[config.mk]
export PLATFORM = sky130hd
export DESIGN_NAME = gate_cfg_regs
export DESIGN_NICKNAME = d
export VERILOG_FILES = /design/src/logic/gate_cfg_pkg.sv /design/src/logic/gate_cfg_regs.sv
export VERILOG_INCLUDE_DIRS = /design/src /design/src/logic
export SDC_FILE = /design/constraint.sdc
export NUM_CORES = 1
export LEC_CHECK = 0
export BUFFER_PORTS_ARGS = -buffer_cell sky130_fd_sc_hd__clkbuf_2
export CAP_MARGIN = 15
export CORE_MARGIN = 2
export CORE_UTILIZATION = 54
export CTS_BUF_LIST = sky130_fd_sc_hd__clkbuf_16
export CTS_CLUSTER_DIAMETER = 30
export DETAILED_ROUTE_END_ITERATION = 16
export PLACE_DENSITY_LB_ADDON = 0.2
export RECOVER_POWER = 100
export SLEW_MARGIN = 20
export SYNTH_ARGS = -nofsm -noshare
export SYNTH_HDL_FRONTEND = slang
export SYNTH_SLANG_ARGS = --single-unit
[constraint.sdc]
create_clock -name aclk -period 3.2 [get_ports aclk]
set_input_delay 0.16 -clock aclk [delete_from_list [all_inputs] [get_ports aclk]]
set_output_delay 0.16 -clock aclk [all_outputs]
set_load 0.02 [all_outputs]
[src/logic/gate_cfg_params.svh]
// Purpose: Named constants for the gate driver protection register bank
// Assumes: 40 MHz aclk; register index times four gives the byte address
// Notes:   Definitions only
`ifndef GATE_CFG_PARAMS_SVH
`define GATE_CFG_PARAMS_SVH

// ----------------------------------------------------------------
// Clock and timing
// ----------------------------------------------------------------
`define CLK_MHZ             40
`define DEAD_BASE_NS        50
`define DEAD_BASE_CYC       (((`DEAD_BASE_NS * `CLK_MHZ) + 999) / 1000)
`define DEG_BASE_US         1
`define DEG_BASE_CYC        (`DEG_BASE_US * `CLK_MHZ)
`define RETRY_LONG_MS       8
`define RETRY_LONG_CYC      (`RETRY_LONG_MS * 1000 * `CLK_MHZ)
`define RETRY_SHORT_US      50
`define RETRY_SHORT_CYC     (`RETRY_SHORT_US * `CLK_MHZ)
`define RETRY_CNT_W         19
`define DEG_CNT_W           9
`define DEAD_CNT_W          6

// ----------------------------------------------------------------
// Register indices (byte address = index * 4)
// ----------------------------------------------------------------
`define ADDR_LSB            2
`define IDX_W               4
`define REG_OCP_IDX         4'h5
`define REG_CSA_IDX         4'h6
`define REG_DRV_IDX         4'h7
`define REG_CTRL_IDX        4'h8
`define REG_STAT_IDX        4'h9
`define REG_W               11

// ----------------------------------------------------------------
// Reset values
// ----------------------------------------------------------------
`define OCP_RST             11'h169
`define CSA_RST             11'h283
`define DRV_RST             11'h000
`define CYCLE_CLR_RST       1'b1

// ----------------------------------------------------------------
// Field positions
// ----------------------------------------------------------------
`define OCP_RETRY_BIT       10
`define OCP_DEAD_LSB        8
`define OVERCURRENT_RESPONSE_LSB        6
`define OVERCURRENT_FILTER_TIME_LSB         4
`define OCP_VDS_LSB         0
`define CSA_AMPSEL_BIT      10
`define CSA_REFHALF_BIT     9
`define CSA_LSREF_BIT       8
`define AMP_GAIN_SELECT_LSB        6
`define CSA_SHDIS_BIT       5
`define CSA_CALA_BIT        4
`define CSA_CALB_BIT        3
`define CSA_CALC_BIT        2
`define CSA_SHLVL_LSB       0
`define DRV_CALMODE_BIT     0
`define CTRL_CLR_BIT        0
`define CTRL_CYCLE_BIT      1
`define STAT_REPORT_BIT     0
`define STAT_DISABLE_BIT    1
`define STAT_VDS_BIT        2
`define STAT_SHUNT_BIT      3

// ----------------------------------------------------------------
// Encodings
// ----------------------------------------------------------------
`define MODE_LATCH          2'b00
`define MODE_RETRY          2'b01
`define MODE_REPORT         2'b10
`define MODE_IGNORE         2'b11
`define RESP_OKAY           2'b00
`define RESP_DECERR         2'b11
`define PIN_VDS             0
`define PIN_SHUNT           1
`define PIN_PWM             2
`define PIN_N               3

`endif

[src/logic/gate_cfg_pkg.sv]
// Purpose: Types for the gate driver protection register bank
// Assumes: gate_cfg_params.svh supplies widths
// Notes:   One packed struct holds all state of the top module
`include "gate_cfg_params.svh"

package gate_cfg_pkg;

    // ----------------------------------------------------------------
    // Fault handling states
    // ----------------------------------------------------------------
    typedef enum logic [1:0] {
        ST_IDLE,
        ST_REPORT,
        ST_LATCHED,
        ST_RETRY
    } fault_state_t;

    typedef logic [`REG_W-1:0] reg_word_t;

    // ----------------------------------------------------------------
    // Whole module state
    // ----------------------------------------------------------------
    typedef struct packed {
        reg_word_t                ocp;
        reg_word_t                csa;
        reg_word_t                drv;
        logic                     cycle_clear;
        logic                     clear_req;
        logic [`PIN_N-1:0]        sy1;
        logic [`PIN_N-1:0]        sy2;
        logic [`PIN_N-1:0]        sy3;
        logic [`PIN_N-1:0]        flt;
        logic [`DEG_CNT_W-1:0]    deg_cnt;
        logic [`RETRY_CNT_W-1:0]  retry_cnt;
        fault_state_t             state;
        logic                     cause_vds;
        logic                     cause_shunt;
        logic                     aw_got;
        logic                     w_got;
        logic [`IDX_W-1:0]        aw_idx;
        logic [31:0]              wdata;
        logic [3:0]               wstrb;
        logic                     bvalid;
        logic [1:0]               bresp;
        logic                     rvalid;
        logic [31:0]              rdata;
        logic [1:0]               rresp;
    } state_t;

endpackage

[src/logic/gate_cfg_regs.sv]
// Purpose: Protection and sense configuration registers with overcurrent fault handling
// Assumes: AXI4-Lite master with at most one read and one write in flight
// Notes:   Overcurrent and PWM pins are asynchronous and pass three flops
//
// Contract
// - Faults clear after retry interval: 8 ms when select is 0, 50 us when 1.
// - Dead time from two-bit code: 50, 100, 200 or 400 ns.
// - Response code 00 latches the fault until explicitly cleared.
// - Response code 01 clears the fault automatically after the retry interval.
// - Response code 10 only reports, no protective action on outputs.
// - Response code 11 neither reports nor acts.
// - Overcurrent must persist 1, 2, 4 or 8 us before recognition.
// - Amp input select at 1 routes switch node and forces low-side ref to 1.
// - Reference halving bit: 0 full reference, 1 half reference.
// - Low-side ref bit picks shunt positive or negative node for measurement.
// - Two-bit gain code selects 5, 10, 20 or 40 V/V.
// - Shunt fault disable at 1 suppresses the shunt overcurrent fault.
// - Each offset short bit shorts its own amplifier inputs when 1.
// - Two-bit code sets shunt trip level 0.25, 0.5, 0.75 or 1 V.
// - Calibration method bit: 0 manual, 1 automatic routine.
// - Sense control and driver config registers exist only on amplifier variants.
// - All three registers read and write; reserved bits reset to zero.
// - In retry mode, cycle clear option lets a new PWM input clear faults.
// - Protection control register sits at index 0x05.
`timescale 1ns/1ps
`include "gate_cfg_params.svh"

module gate_cfg_regs #(
    parameter int HAS_SENSE_AMPS  = 1,
    parameter int RETRY_LONG_CYC  = `RETRY_LONG_CYC
) (
    input  wire logic                     aclk,
    input  wire logic                     aresetn,
    input  wire logic [7:0]               s_axi_awaddr,
    input  wire logic                     s_axi_awvalid,
    output logic                          s_axi_awready,
    input  wire logic [31:0]              s_axi_wdata,
    input  wire logic [3:0]               s_axi_wstrb,
    input  wire logic                     s_axi_wvalid,
    output logic                          s_axi_wready,
    output logic [1:0]                    s_axi_bresp,
    output logic                          s_axi_bvalid,
    input  wire logic                     s_axi_bready,
    input  wire logic [7:0]               s_axi_araddr,
    input  wire logic                     s_axi_arvalid,
    output logic                          s_axi_arready,
    output logic [31:0]                   s_axi_rdata,
    output logic [1:0]                    s_axi_rresp,
    output logic                          s_axi_rvalid,
    input  wire logic                     s_axi_rready,
    input  wire logic                     drain_source_overcurrent,
    input  wire logic                     shunt_overcurrent,
    input  wire logic                     pwm_input,
    output logic                          fault_report,
    output logic                          gate_disable,
    output logic [`DEAD_CNT_W-1:0]        dead_time_cycles,
    output logic [3:0]                    drain_source_trip_level,
    output logic                          amp_input_select,
    output logic                          ref_half_select,
    output logic                          low_side_ref_select,
    output logic [1:0]                    amp_gain_select,
    output logic                          shunt_fault_enable,
    output logic                          amp_a_offset_short,
    output logic                          amp_b_offset_short,
    output logic                          amp_c_offset_short,
    output logic [1:0]                    shunt_trip_level,
    output logic                          auto_cal_select
);
    import gate_cfg_pkg::*;

    localparam logic [`RETRY_CNT_W-1:0] RETRY_LONG  = RETRY_LONG_CYC[`RETRY_CNT_W-1:0];
    localparam logic [`RETRY_CNT_W-1:0] RETRY_SHORT = `RETRY_CNT_W'(`RETRY_SHORT_CYC);
    localparam logic [`DEG_CNT_W-1:0]   DEG_BASE    = `DEG_CNT_W'(`DEG_BASE_CYC);
    localparam logic [`DEAD_CNT_W-1:0]  DEAD_BASE   = `DEAD_CNT_W'(`DEAD_BASE_CYC);
    localparam logic                    AMPS        = (HAS_SENSE_AMPS != 0);

    state_t r_r;
    state_t r_nxt;

    // ----------------------------------------------------------------
    // Helpers
    // ----------------------------------------------------------------
    // Byte lanes 0 and 1 cover the 11 live bits
    function automatic reg_word_t merge(input reg_word_t old, input logic [31:0] d,
                                        input logic [3:0] strb);
        reg_word_t v;
        v = old;
        if (strb[0]) begin
            v[7:0] = d[7:0];
        end
        if (strb[1]) begin
            v[10:8] = d[10:8];
        end
        return v;
    endfunction

    // Known register index for this variant
    // variant decode
    function automatic logic mapped(input logic [`IDX_W-1:0] idx);
        logic m;
        m = 1'b0;
        case (idx)
            `REG_OCP_IDX:  m = 1'b1;
            `REG_CSA_IDX:  m = AMPS;
            `REG_DRV_IDX:  m = AMPS;
            `REG_CTRL_IDX: m = 1'b1;
            `REG_STAT_IDX: m = 1'b1;
            default:       m = 1'b0;
        endcase
        return m;
    endfunction

    // ----------------------------------------------------------------
    // Decoded configuration
    // ----------------------------------------------------------------
    logic [1:0]               mode;
    logic [1:0]               deg_code;
    logic [1:0]               dead_code;
    logic                     shunt_en;
    logic                     oc_now;
    logic                     recognized;
    logic                     pwm_edge;
    logic                     pwm_stable;
    logic [`DEG_CNT_W-1:0]    deg_limit;
    logic [`RETRY_CNT_W-1:0]  retry_limit;
    logic [31:0]              rd_word;
    logic [`IDX_W-1:0]        ar_idx;

    // Field views of the stored words, effective from the cycle after a write
    // combinational views, no register stage beyond the stored word
    assign mode      = r_r.ocp[`OVERCURRENT_RESPONSE_LSB +: 2];
    assign deg_code  = r_r.ocp[`OVERCURRENT_FILTER_TIME_LSB +: 2];
    assign dead_code = r_r.ocp[`OCP_DEAD_LSB +: 2];
    assign shunt_en  = AMPS & ~r_r.csa[`CSA_SHDIS_BIT];
    assign deg_limit = DEG_BASE << deg_code;
    assign retry_limit = r_r.ocp[`OCP_RETRY_BIT] ? RETRY_SHORT : RETRY_LONG;

    // Filtered pin levels and, for the PWM edge, sync stages two and three; the first sync stage is never looked at here
    assign oc_now     = r_r.flt[`PIN_VDS] | (r_r.flt[`PIN_SHUNT] & shunt_en);
    assign recognized = oc_now && (r_r.deg_cnt == deg_limit);
    assign pwm_stable = (r_r.sy2[`PIN_PWM] == r_r.sy3[`PIN_PWM]);
    assign pwm_edge   = pwm_stable && r_r.sy3[`PIN_PWM] && !r_r.flt[`PIN_PWM];
    assign ar_idx     = s_axi_araddr[`ADDR_LSB +: `IDX_W];

    // ----------------------------------------------------------------
    // Read multiplexer
    // ----------------------------------------------------------------
    // Unused and unmapped bits read as zero
    always_comb begin
        rd_word = 32'h0000_0000;
        case (ar_idx)
            `REG_OCP_IDX: begin
                rd_word[`REG_W-1:0] = r_r.ocp;
            end
            `REG_CSA_IDX: begin
                rd_word[`REG_W-1:0] = AMPS ? r_r.csa : '0;
            end
            `REG_DRV_IDX: begin
                rd_word[`REG_W-1:0] = AMPS ? r_r.drv : '0;
            end
            `REG_CTRL_IDX: begin
                rd_word[`CTRL_CYCLE_BIT] = r_r.cycle_clear;
            end
            `REG_STAT_IDX: begin
                rd_word[`STAT_REPORT_BIT]  = (r_r.state != ST_IDLE);
                rd_word[`STAT_DISABLE_BIT] = (r_r.state == ST_LATCHED) ||
                                             (r_r.state == ST_RETRY);
                rd_word[`STAT_VDS_BIT]     = r_r.cause_vds;
                rd_word[`STAT_SHUNT_BIT]   = r_r.cause_shunt;
            end
            default: begin
                rd_word = 32'h0000_0000;
            end
        endcase
    end

    // ----------------------------------------------------------------
    // Next state
    // ----------------------------------------------------------------
    always_comb begin
        r_nxt           = r_r;
        r_nxt.clear_req = 1'b0;

        // Three-flop synchronisers; level accepted when stages two and three agree
        r_nxt.sy1 = {pwm_input, shunt_overcurrent, drain_source_overcurrent};
        r_nxt.sy2 = r_r.sy1;
        r_nxt.sy3 = r_r.sy2;
        for (int i = 0; i < `PIN_N; i++) begin
            if (r_r.sy2[i] == r_r.sy3[i]) begin
                r_nxt.flt[i] = r_r.sy3[i];
            end
        end

        if (!oc_now) begin
            r_nxt.deg_cnt = '0;
        end else if (r_r.deg_cnt < deg_limit) begin
            r_nxt.deg_cnt = r_r.deg_cnt + 1'b1;
        end

        // Fault handling
        case (r_r.state)
            ST_IDLE: begin
                if (recognized) begin
                    r_nxt.cause_vds   = r_r.flt[`PIN_VDS];
                    r_nxt.cause_shunt = r_r.flt[`PIN_SHUNT] & shunt_en;
                    r_nxt.retry_cnt   = '0;
                    case (mode)
                        `MODE_LATCH:  r_nxt.state = ST_LATCHED;
                        `MODE_RETRY:  r_nxt.state = ST_RETRY;
                        `MODE_REPORT: r_nxt.state = ST_REPORT;
                        default:      r_nxt.state = ST_IDLE;
                    endcase
                end
            end
            ST_REPORT: begin
                // Reported while the recognised condition lasts
                if (!recognized) begin
                    r_nxt.state = ST_IDLE;
                end
            end
            ST_LATCHED: begin
                // clear loses to a fresh event
                if (r_r.clear_req && !recognized) begin
                    r_nxt.state = ST_IDLE;
                end
            end
            ST_RETRY: begin
                r_nxt.retry_cnt = r_r.retry_cnt + 1'b1;
                if (r_r.retry_cnt >= retry_limit - 1'b1) begin
                    r_nxt.state = ST_IDLE;
                end
                if (r_r.cycle_clear && pwm_edge) begin
                    r_nxt.state = ST_IDLE;
                end
            end
            default: begin
                r_nxt.state = ST_IDLE;
            end
        endcase
        // leaving a fault when ignoring is selected
        if (mode == `MODE_IGNORE) begin
            r_nxt.state = ST_IDLE;
        end
        if (r_nxt.state == ST_IDLE) begin
            r_nxt.cause_vds   = 1'b0;
            r_nxt.cause_shunt = 1'b0;
        end

        // AXI write address and data, taken in either order
        if (s_axi_awvalid && s_axi_awready) begin
            r_nxt.aw_got = 1'b1;
            r_nxt.aw_idx = s_axi_awaddr[`ADDR_LSB +: `IDX_W];
        end
        if (s_axi_wvalid && s_axi_wready) begin
            r_nxt.w_got = 1'b1;
            r_nxt.wdata = s_axi_wdata;
            r_nxt.wstrb = s_axi_wstrb;
        end
        if (r_r.bvalid && s_axi_bready) begin
            r_nxt.bvalid = 1'b0;
        end

        // Commit once both halves are held
        if (r_r.aw_got && r_r.w_got && !r_r.bvalid) begin
            r_nxt.aw_got = 1'b0;
            r_nxt.w_got  = 1'b0;
            r_nxt.bvalid = 1'b1;
            r_nxt.bresp  = mapped(r_r.aw_idx) ? `RESP_OKAY : `RESP_DECERR;
            case (r_r.aw_idx)
                `REG_OCP_IDX: begin
                    r_nxt.ocp = merge(r_r.ocp, r_r.wdata, r_r.wstrb);
                end
                `REG_CSA_IDX: begin
                    if (AMPS) begin
                        r_nxt.csa = merge(r_r.csa, r_r.wdata, r_r.wstrb);
                        if (r_nxt.csa[`CSA_AMPSEL_BIT]) begin
                            r_nxt.csa[`CSA_LSREF_BIT] = 1'b1;
                        end
                    end
                end
                `REG_DRV_IDX: begin
                    if (AMPS) begin
                        r_nxt.drv = merge(r_r.drv, r_r.wdata, r_r.wstrb);
                    end
                end
                `REG_CTRL_IDX: begin
                    if (r_r.wstrb[0]) begin
                        r_nxt.cycle_clear = r_r.wdata[`CTRL_CYCLE_BIT];
                        r_nxt.clear_req   = r_r.wdata[`CTRL_CLR_BIT];
                    end
                end
                default: begin
                    r_nxt.clear_req = 1'b0;
                end
            endcase
        end

        // AXI read, one outstanding
        if (r_r.rvalid && s_axi_rready) begin
            r_nxt.rvalid = 1'b0;
        end
        if (s_axi_arvalid && s_axi_arready) begin
            r_nxt.rvalid = 1'b1;
            r_nxt.rdata  = rd_word;
            r_nxt.rresp  = mapped(ar_idx) ? `RESP_OKAY : `RESP_DECERR;
        end
    end

    // ----------------------------------------------------------------
    // State register
    // ----------------------------------------------------------------
    // deglitch 4 us and level 1001b chosen as reset values
    always_ff @(posedge aclk) begin
        if (!aresetn) begin
            r_r             <= '0;
            r_r.ocp         <= `OCP_RST;
            r_r.csa         <= `CSA_RST;
            r_r.drv         <= `DRV_RST;
            r_r.cycle_clear <= `CYCLE_CLR_RST;
            r_r.state       <= ST_IDLE;
        end else begin
            r_r <= r_nxt;
        end
    end

    // ----------------------------------------------------------------
    // Outputs
    // ----------------------------------------------------------------
    // Handshake readies are combinational; a held response blocks new requests
    assign s_axi_awready = !r_r.aw_got && !r_r.bvalid;
    assign s_axi_wready  = !r_r.w_got && !r_r.bvalid;
    assign s_axi_bvalid  = r_r.bvalid;
    assign s_axi_bresp   = r_r.bresp;
    assign s_axi_arready = !r_r.rvalid;
    assign s_axi_rvalid  = r_r.rvalid;
    assign s_axi_rdata   = r_r.rdata;
    assign s_axi_rresp   = r_r.rresp;

    assign fault_report  = (r_r.state != ST_IDLE);
    // outputs held off while latched or retrying
    assign gate_disable  = (r_r.state == ST_LATCHED) || (r_r.state == ST_RETRY);
    assign dead_time_cycles        = DEAD_BASE << dead_code;
    assign drain_source_trip_level = r_r.ocp[`OCP_VDS_LSB +: 4];

    // Sense amplifier controls, held at zero on variants without amplifiers
    // input routing
    assign amp_input_select    = AMPS & r_r.csa[`CSA_AMPSEL_BIT];
    assign ref_half_select     = AMPS & r_r.csa[`CSA_REFHALF_BIT];
    assign low_side_ref_select = AMPS & r_r.csa[`CSA_LSREF_BIT];
    assign amp_gain_select     = AMPS ? r_r.csa[`AMP_GAIN_SELECT_LSB +: 2] : 2'h0;
    assign shunt_fault_enable  = shunt_en;
    assign amp_a_offset_short  = AMPS & r_r.csa[`CSA_CALA_BIT];
    assign amp_b_offset_short  = AMPS & r_r.csa[`CSA_CALB_BIT];
    assign amp_c_offset_short  = AMPS & r_r.csa[`CSA_CALC_BIT];
    assign shunt_trip_level    = AMPS ? r_r.csa[`CSA_SHLVL_LSB +: 2] : 2'h0;
    assign auto_cal_select     = AMPS & r_r.drv[`DRV_CALMODE_BIT];

endmodule // gate_cfg_regs

# Word level (Yosys, flattened, before mapping)
# Index checks and enable logic that the tools add are counted.
word_totals:
  regBits: 115
  latchBits: 0
  ramBits: 0
  romBits: 0
  inputBits: 62
  output_inout_bits: 65
  wordCells: 138
  n_memories: 0
classes:
  n_addsub: 3
  multipliers: 0
  div_mod_pow: 0
  n_lt_le_gt_ge: 2
  n_eq_ne: 23
  shift: 2
  mux: 28
  bitwise_logic: 4
  reduce_logical: 45
ops:
  columns: ["operator", "n"]
  rows:
  - ["$pmux 19 s2", 1]
  - ["$mux 35", 1]
  - ["$eq 4x3->1 const B", 6]
  - ["$reduce_and 3->1", 8]
  - ["$mux 23", 1]
  - ["$pmux 7 s3", 1]
  - ["$add 19x1->19 const B", 1]
  - ["$ge 19x19->1", 1]
  - ["$mux 19", 1]
  - ["$sub 19x1->19 const B", 1]
  - ["$eq 4x4->1 const B", 4]
  - ["$pmux 2 s4", 2]
  - ["$logic_and 1x1->1", 14]
  - ["$mux 2", 7]
  - ["$mux 3", 4]
  - ["$reduce_or 5->1", 2]
  - ["$add 9x1->9 const B", 1]
  - ["$eq 9x9->1", 1]
  - ["$lt 9x9->1", 1]
  - ["$shl 6x2->9 const A", 1]
  - ["$eq 2x2->1 const B", 4]
  - ["$reduce_and 2->1", 4]
  - ["$reduce_bool 2->1", 4]
  - ["$mux 1", 7]
  - ["other kinds (17)", 29]

# Logic depth before layout (Yosys ltp)
depth:
  word_depth: 11
  mapped_depth: 10
  mapped_depth_nobuf: 9

# Least setup slack after synthesis
# OpenSTA, ideal clock, no wires.
synth_path:
  path_kind: "reg2reg"
  from: "register r_r, in the netlist deg_code[1]"
  to: "register r_r[111] (netlist name)"
  setup_ns: 0.073
  arrival_time_ns: 2.159
  slack_ns: 0.968
  stages_incl_launch_ff: 9
  synth_period_minus_slack_ns: 2.232
  cell_sequence: "dfxtp_1 -> or2_2 -> ha_1 -> o211ai_1 -> nand2_1 -> a311oi_4 -> nand2_2 -> or3_1 -> a21oi_1"
synth_via:
  elab_chain_len: 2
synth_lines:
  columns: ["item", "line_no", "rtl"]
  rows:
  - ["start, declared", "gate_cfg_regs.sv:77", "state_t r_r;"]
  - ["start signal, assigned", "gate_cfg_regs.sv:322", "r_r <= r_nxt;"]
  - ["$shl 6x2->9", "gate_cfg_regs.sv:135", "assign deg_limit = DEG_BASE << deg_code;"]
  - ["$lt 9x9->1", "gate_cfg_regs.sv:196", "end else if (r_r.deg_cnt < deg_limit) begin"]
# Every way passes these cells.
# A chain may end at the register's enable or synchronous reset.

# Worst setup path in the final report
layout_path:
  from: "register r_r, in the netlist deg_code[0]"
  to: "register r_r[87] (netlist name)"
layout_via:
  elab_chain_len: 5
layout_lines:
  columns: ["item", "line_no", "rtl"]
  rows:
  - ["$shl 6x2->9", "gate_cfg_regs.sv:135", null]
  - ["$eq 9x9->1", "gate_cfg_regs.sv:140", "assign recognized = oc_now && (r_r.deg_cnt == deg_limit);"]
  - ["$logic_and 1x1->1", "gate_cfg_regs.sv:140", null]
  - ["$ne 2x2->1 (no source line)", null, null]
  - ["$reduce_and 2->1 (no source line)", null, null]
# Every way passes these cells.

==> reports/results.tsv <==
stage	metric	value	unit
floorplanning	die_x	106	microns
cts	cts-resized-gates	0	
synthesis	synth_xor_xnor_area_share	1.40	%
placement	io_buffers	72	
cells_and_area	diodes	0	
floorplanning	core_area	0.0102	sq mm
synthesis	synth_ff_type	dfxtp_1	
timing	worst_pin_slew	1150	ps
critical_path	required	3480	ps
cells_and_area	fillCellCount	925	
cts	htreeDepth	4	
timing	setup_ws	713	ps
critical_path	crit_type	reg -> reg	
synthesis	synth_edf_count	0	
cts	cts_buffer_depth	2	
hold_path	hold_depth	3	
cts	clock_latency	410	ps
global_route	antenna_found_initial	0	
synthesis	synth.area.top_cells	dfxtp_1, nand2_1, buf_4	
cells_and_area	final_cell_mix	dfxtp_1, nand2_1, clkbuf_1, nor2b_1, a21boi_0	
cts	clock-root-buffer	clkbuf_16	
timing	hold_viol	0	
critical_path	path_max_fanout	13	
floorplanning	die_height	106	microns
critical_path	rrSetupSlack	710	ps
synthesis	synth_area	0.00562	sq mm
synthesis	synth.distinct_cells	55	
hold_path	hp-class	in -> reg	
drt	firstDrtPassIters	4	
timing	slew_headroom	23.5	%
cts	clkTransAtPathRegs	50	ps
critical_path	cp.arrival	2770	ps
drt	drt-initial-drc-count	218	
timing	drv_slew	0	
cells_and_area	multi_input_area	0.00295	sq mm
drt	vias_per_cell	5.29	
timing	timing.hold.ws	16.0	ps
global_route	grt_pass1_wl	21000	microns
placement	place.gp.congestion	0.859	
drt	drt_wl_total	12500	microns
placement	place_hpwl	8590	microns
timing	fin_tns_setup	0	ps
synthesis	muxShareOfSynthArea	6.06	%
synthesis	ys.warnings.count	0	
pwr	p_leak	2.58	nW
run	drv_cap	0	
timing	finalClockSkew	8.90	ps
critical_path	start_kind	flop	
cts	cts_sinks	113	
critical_path	r2r-start	deg_code[0]	
critical_path	r2r_cells	8	
drt	ant_nets	0	
critical_path	reg2reg_to	r_r[87]	
cts	cts_hold_buf	14	
floorplanning	rows	37	
pwr	powerDensity	552	mW/mm^2
outcome	status	finished clean	
hold_path	min_to	r_r[74]	
synthesis	ys_seq_area_share	40.3	%
synthesis	syn-mean-instance-area	8.71	sq um
synthesis	yosys.area_share.simple	23.2	%
synthesis	yosysTopAreaCell	dfxtp_1	
synthesis	synth_top_family_by_area	simple AND/OR/NAND/NOR gates	
drt	wire_per_inst	14.6	microns
cells_and_area	syn_to_final_growth	15.4	%
global_route	grt_usage	23.5	%
cts	post_cts_buffers	0	
placement	post-place-ws	766	ps
global_route	grt_max_degree	74	
timing	fmax	402	MHz
floorplanning	die_area	0.0112	sq mm
global_route	grt_pass1_vias	4290	
synthesis	synthAdderAreaFrac	4.68	%
synthesis	synth_cells	645	
synthesis	synth_top_area_share	40.3	%
cells_and_area	drive_gt1_share	9.08	%
pwr	vdd_ir_drop_max	0.385	mV
critical_path	cp-end-kind	flop	
cts	cts_buffers	17	
drt	dr_total_vias	4507	
timing	finalSetupViolCount	0	
timing	finalWorstPathRequiredPeriod	2490	ps
synthesis	synth-compound-area-share	15.7	%
timing	finalCritPeriodShare	77.7	%
drt	drc	0	
cells_and_area	seqCellArea	0.00226	sq mm
cells_and_area	layout_commonest_cell	dfxtp_1	
cells_and_area	final_net_count	786	
hold_path	hold_start	s_axi_awaddr[2]	
timing	rsz0062_at_grt	false	
synthesis	async_flop_share	0	%
floorplanning	start_util	54.9	%
floorplanning	io_pins	127	
cts	cts_tree	yes	
global_route	grt_overflow	0	
synthesis	ys_ff_latch	113	
## kinds of logic (layout without fill, tap and decap cells)
logic type / count (synthesis) / after routing
buffers and inverters: 82 / 131
other: 1 / 23
AND/OR/NAND/NOR: 261 / 261
adder cells (fa/ha/maj): 21 / 21
multiplexers: 34 / 34
AO/OA/AOI/OAI: 124 / 124
XOR/XNOR: 9 / 9
flip-flops: 113 / 113
## per-layer routing
metal	vias to the layer above	share of wire (%)	track usage [%]	wire length, microns
met2	124	47	38.3	5920
met5	-	0	0	0
met3	12	5.2	6.81	647
li1	2279	-	-	-
met4	0	0.89	7.52	111
met1	2092	46	30.2	5790
## worst max path at each step
stage           startpoint       end  slack [ps]  cells after the start
6_report       deg_code[0]   r_r[87]         710                      8
5_1_grt        deg_code[0]  r_r[111]         500                      8
4_1_cts        deg_code[0]   r_r[87]         740                      8
3_5_place_dp   deg_code[0]   r_r[87]         770                      8
3_3_place_gp   deg_code[0]   r_r[87]         810                      8
2_1_floorplan  deg_code[1]  r_r[111]         970                      8
## sequential cells by signal, indices dropped and copies added (netlist names), 2 cells and up
signal                   flops
r_r                         71
s_axi_rdata                 11
deg_code                     2
shunt_trip_level             2
r_nxt                        6
amp_gain_select              2
drain_source_trip_level      4
dead_code                    2
mode                         2
## synth_stat cells, types with 2 or more instances
library cell	instances
and3_1	11
nor2b_1	36
and4_1	3
or4_1	2
a22o_1	3
xor2_1	7
buf_4	46
nand3_1	20
a21boi_0	35
or3_1	4
nand2b_1	3
nand4_1	6
o31a_1	2
nand2_1	101
or2_2	3
a221oi_1	3
o21a_1	6
nor2_1	32
dfxtp_1	113
xnor2_1	2
a31oi_1	5
nor3_1	7
ha_1	21
a32oi_1	2
a21oi_1	16
and3b_1	2
o21ai_0	19
a22oi_1	8
a21o_1	7
and2_1	21
clkbuf_1	22
buf_2	2
nor2_4	2
mux2i_1	34
inv_1	12
o211ai_1	8
## per-stage QoR
stage / std cells / area, sq um / util [%] / total power, mW
final: 852 / 6480 / 63.3 / 3.57
after global routing: 852 / 6480 / 63.3 / 3.69
after CTS: 852 / 6540 / 63.9 / 3.60
after detailed placement: 806 / 5800 / 56.7 / 1.67
after global placement: 806 / 5800 / 56.7 / 1.66
after floorplan: 667 / 5700 / - / 1.64
## report_power, final
part	internal [mW]	leakage (nW)	switching [mW]
clock network	1.28	0.291	0.641
logic	0.0701	1.37	0.121
registers	1.44	0.916	0.0265
## worst max-delay path, stage by stage (launching register included)
cell,delay [ps]
dfxtp_1,390
or2_2,310
ha_1,290
and4b_1,190
o211ai_1,150
or2_2,460
and2_0,290
o21ai_0,180
a21boi_0,100
## cell type report
cell class / count / share of cell area (%)
Clock buffer: 17 / 6.57
Clock inverter: 15 / 2.70
Inverter: 12 / 0.695
Multi-Input combinational cell: 472 / 45.5
Sequential cell: 113 / 34.9
Tap cell: 136 / 2.63
Timing Repair Buffer: 87 / 6.95
Power figures use the tool's default switching activity.
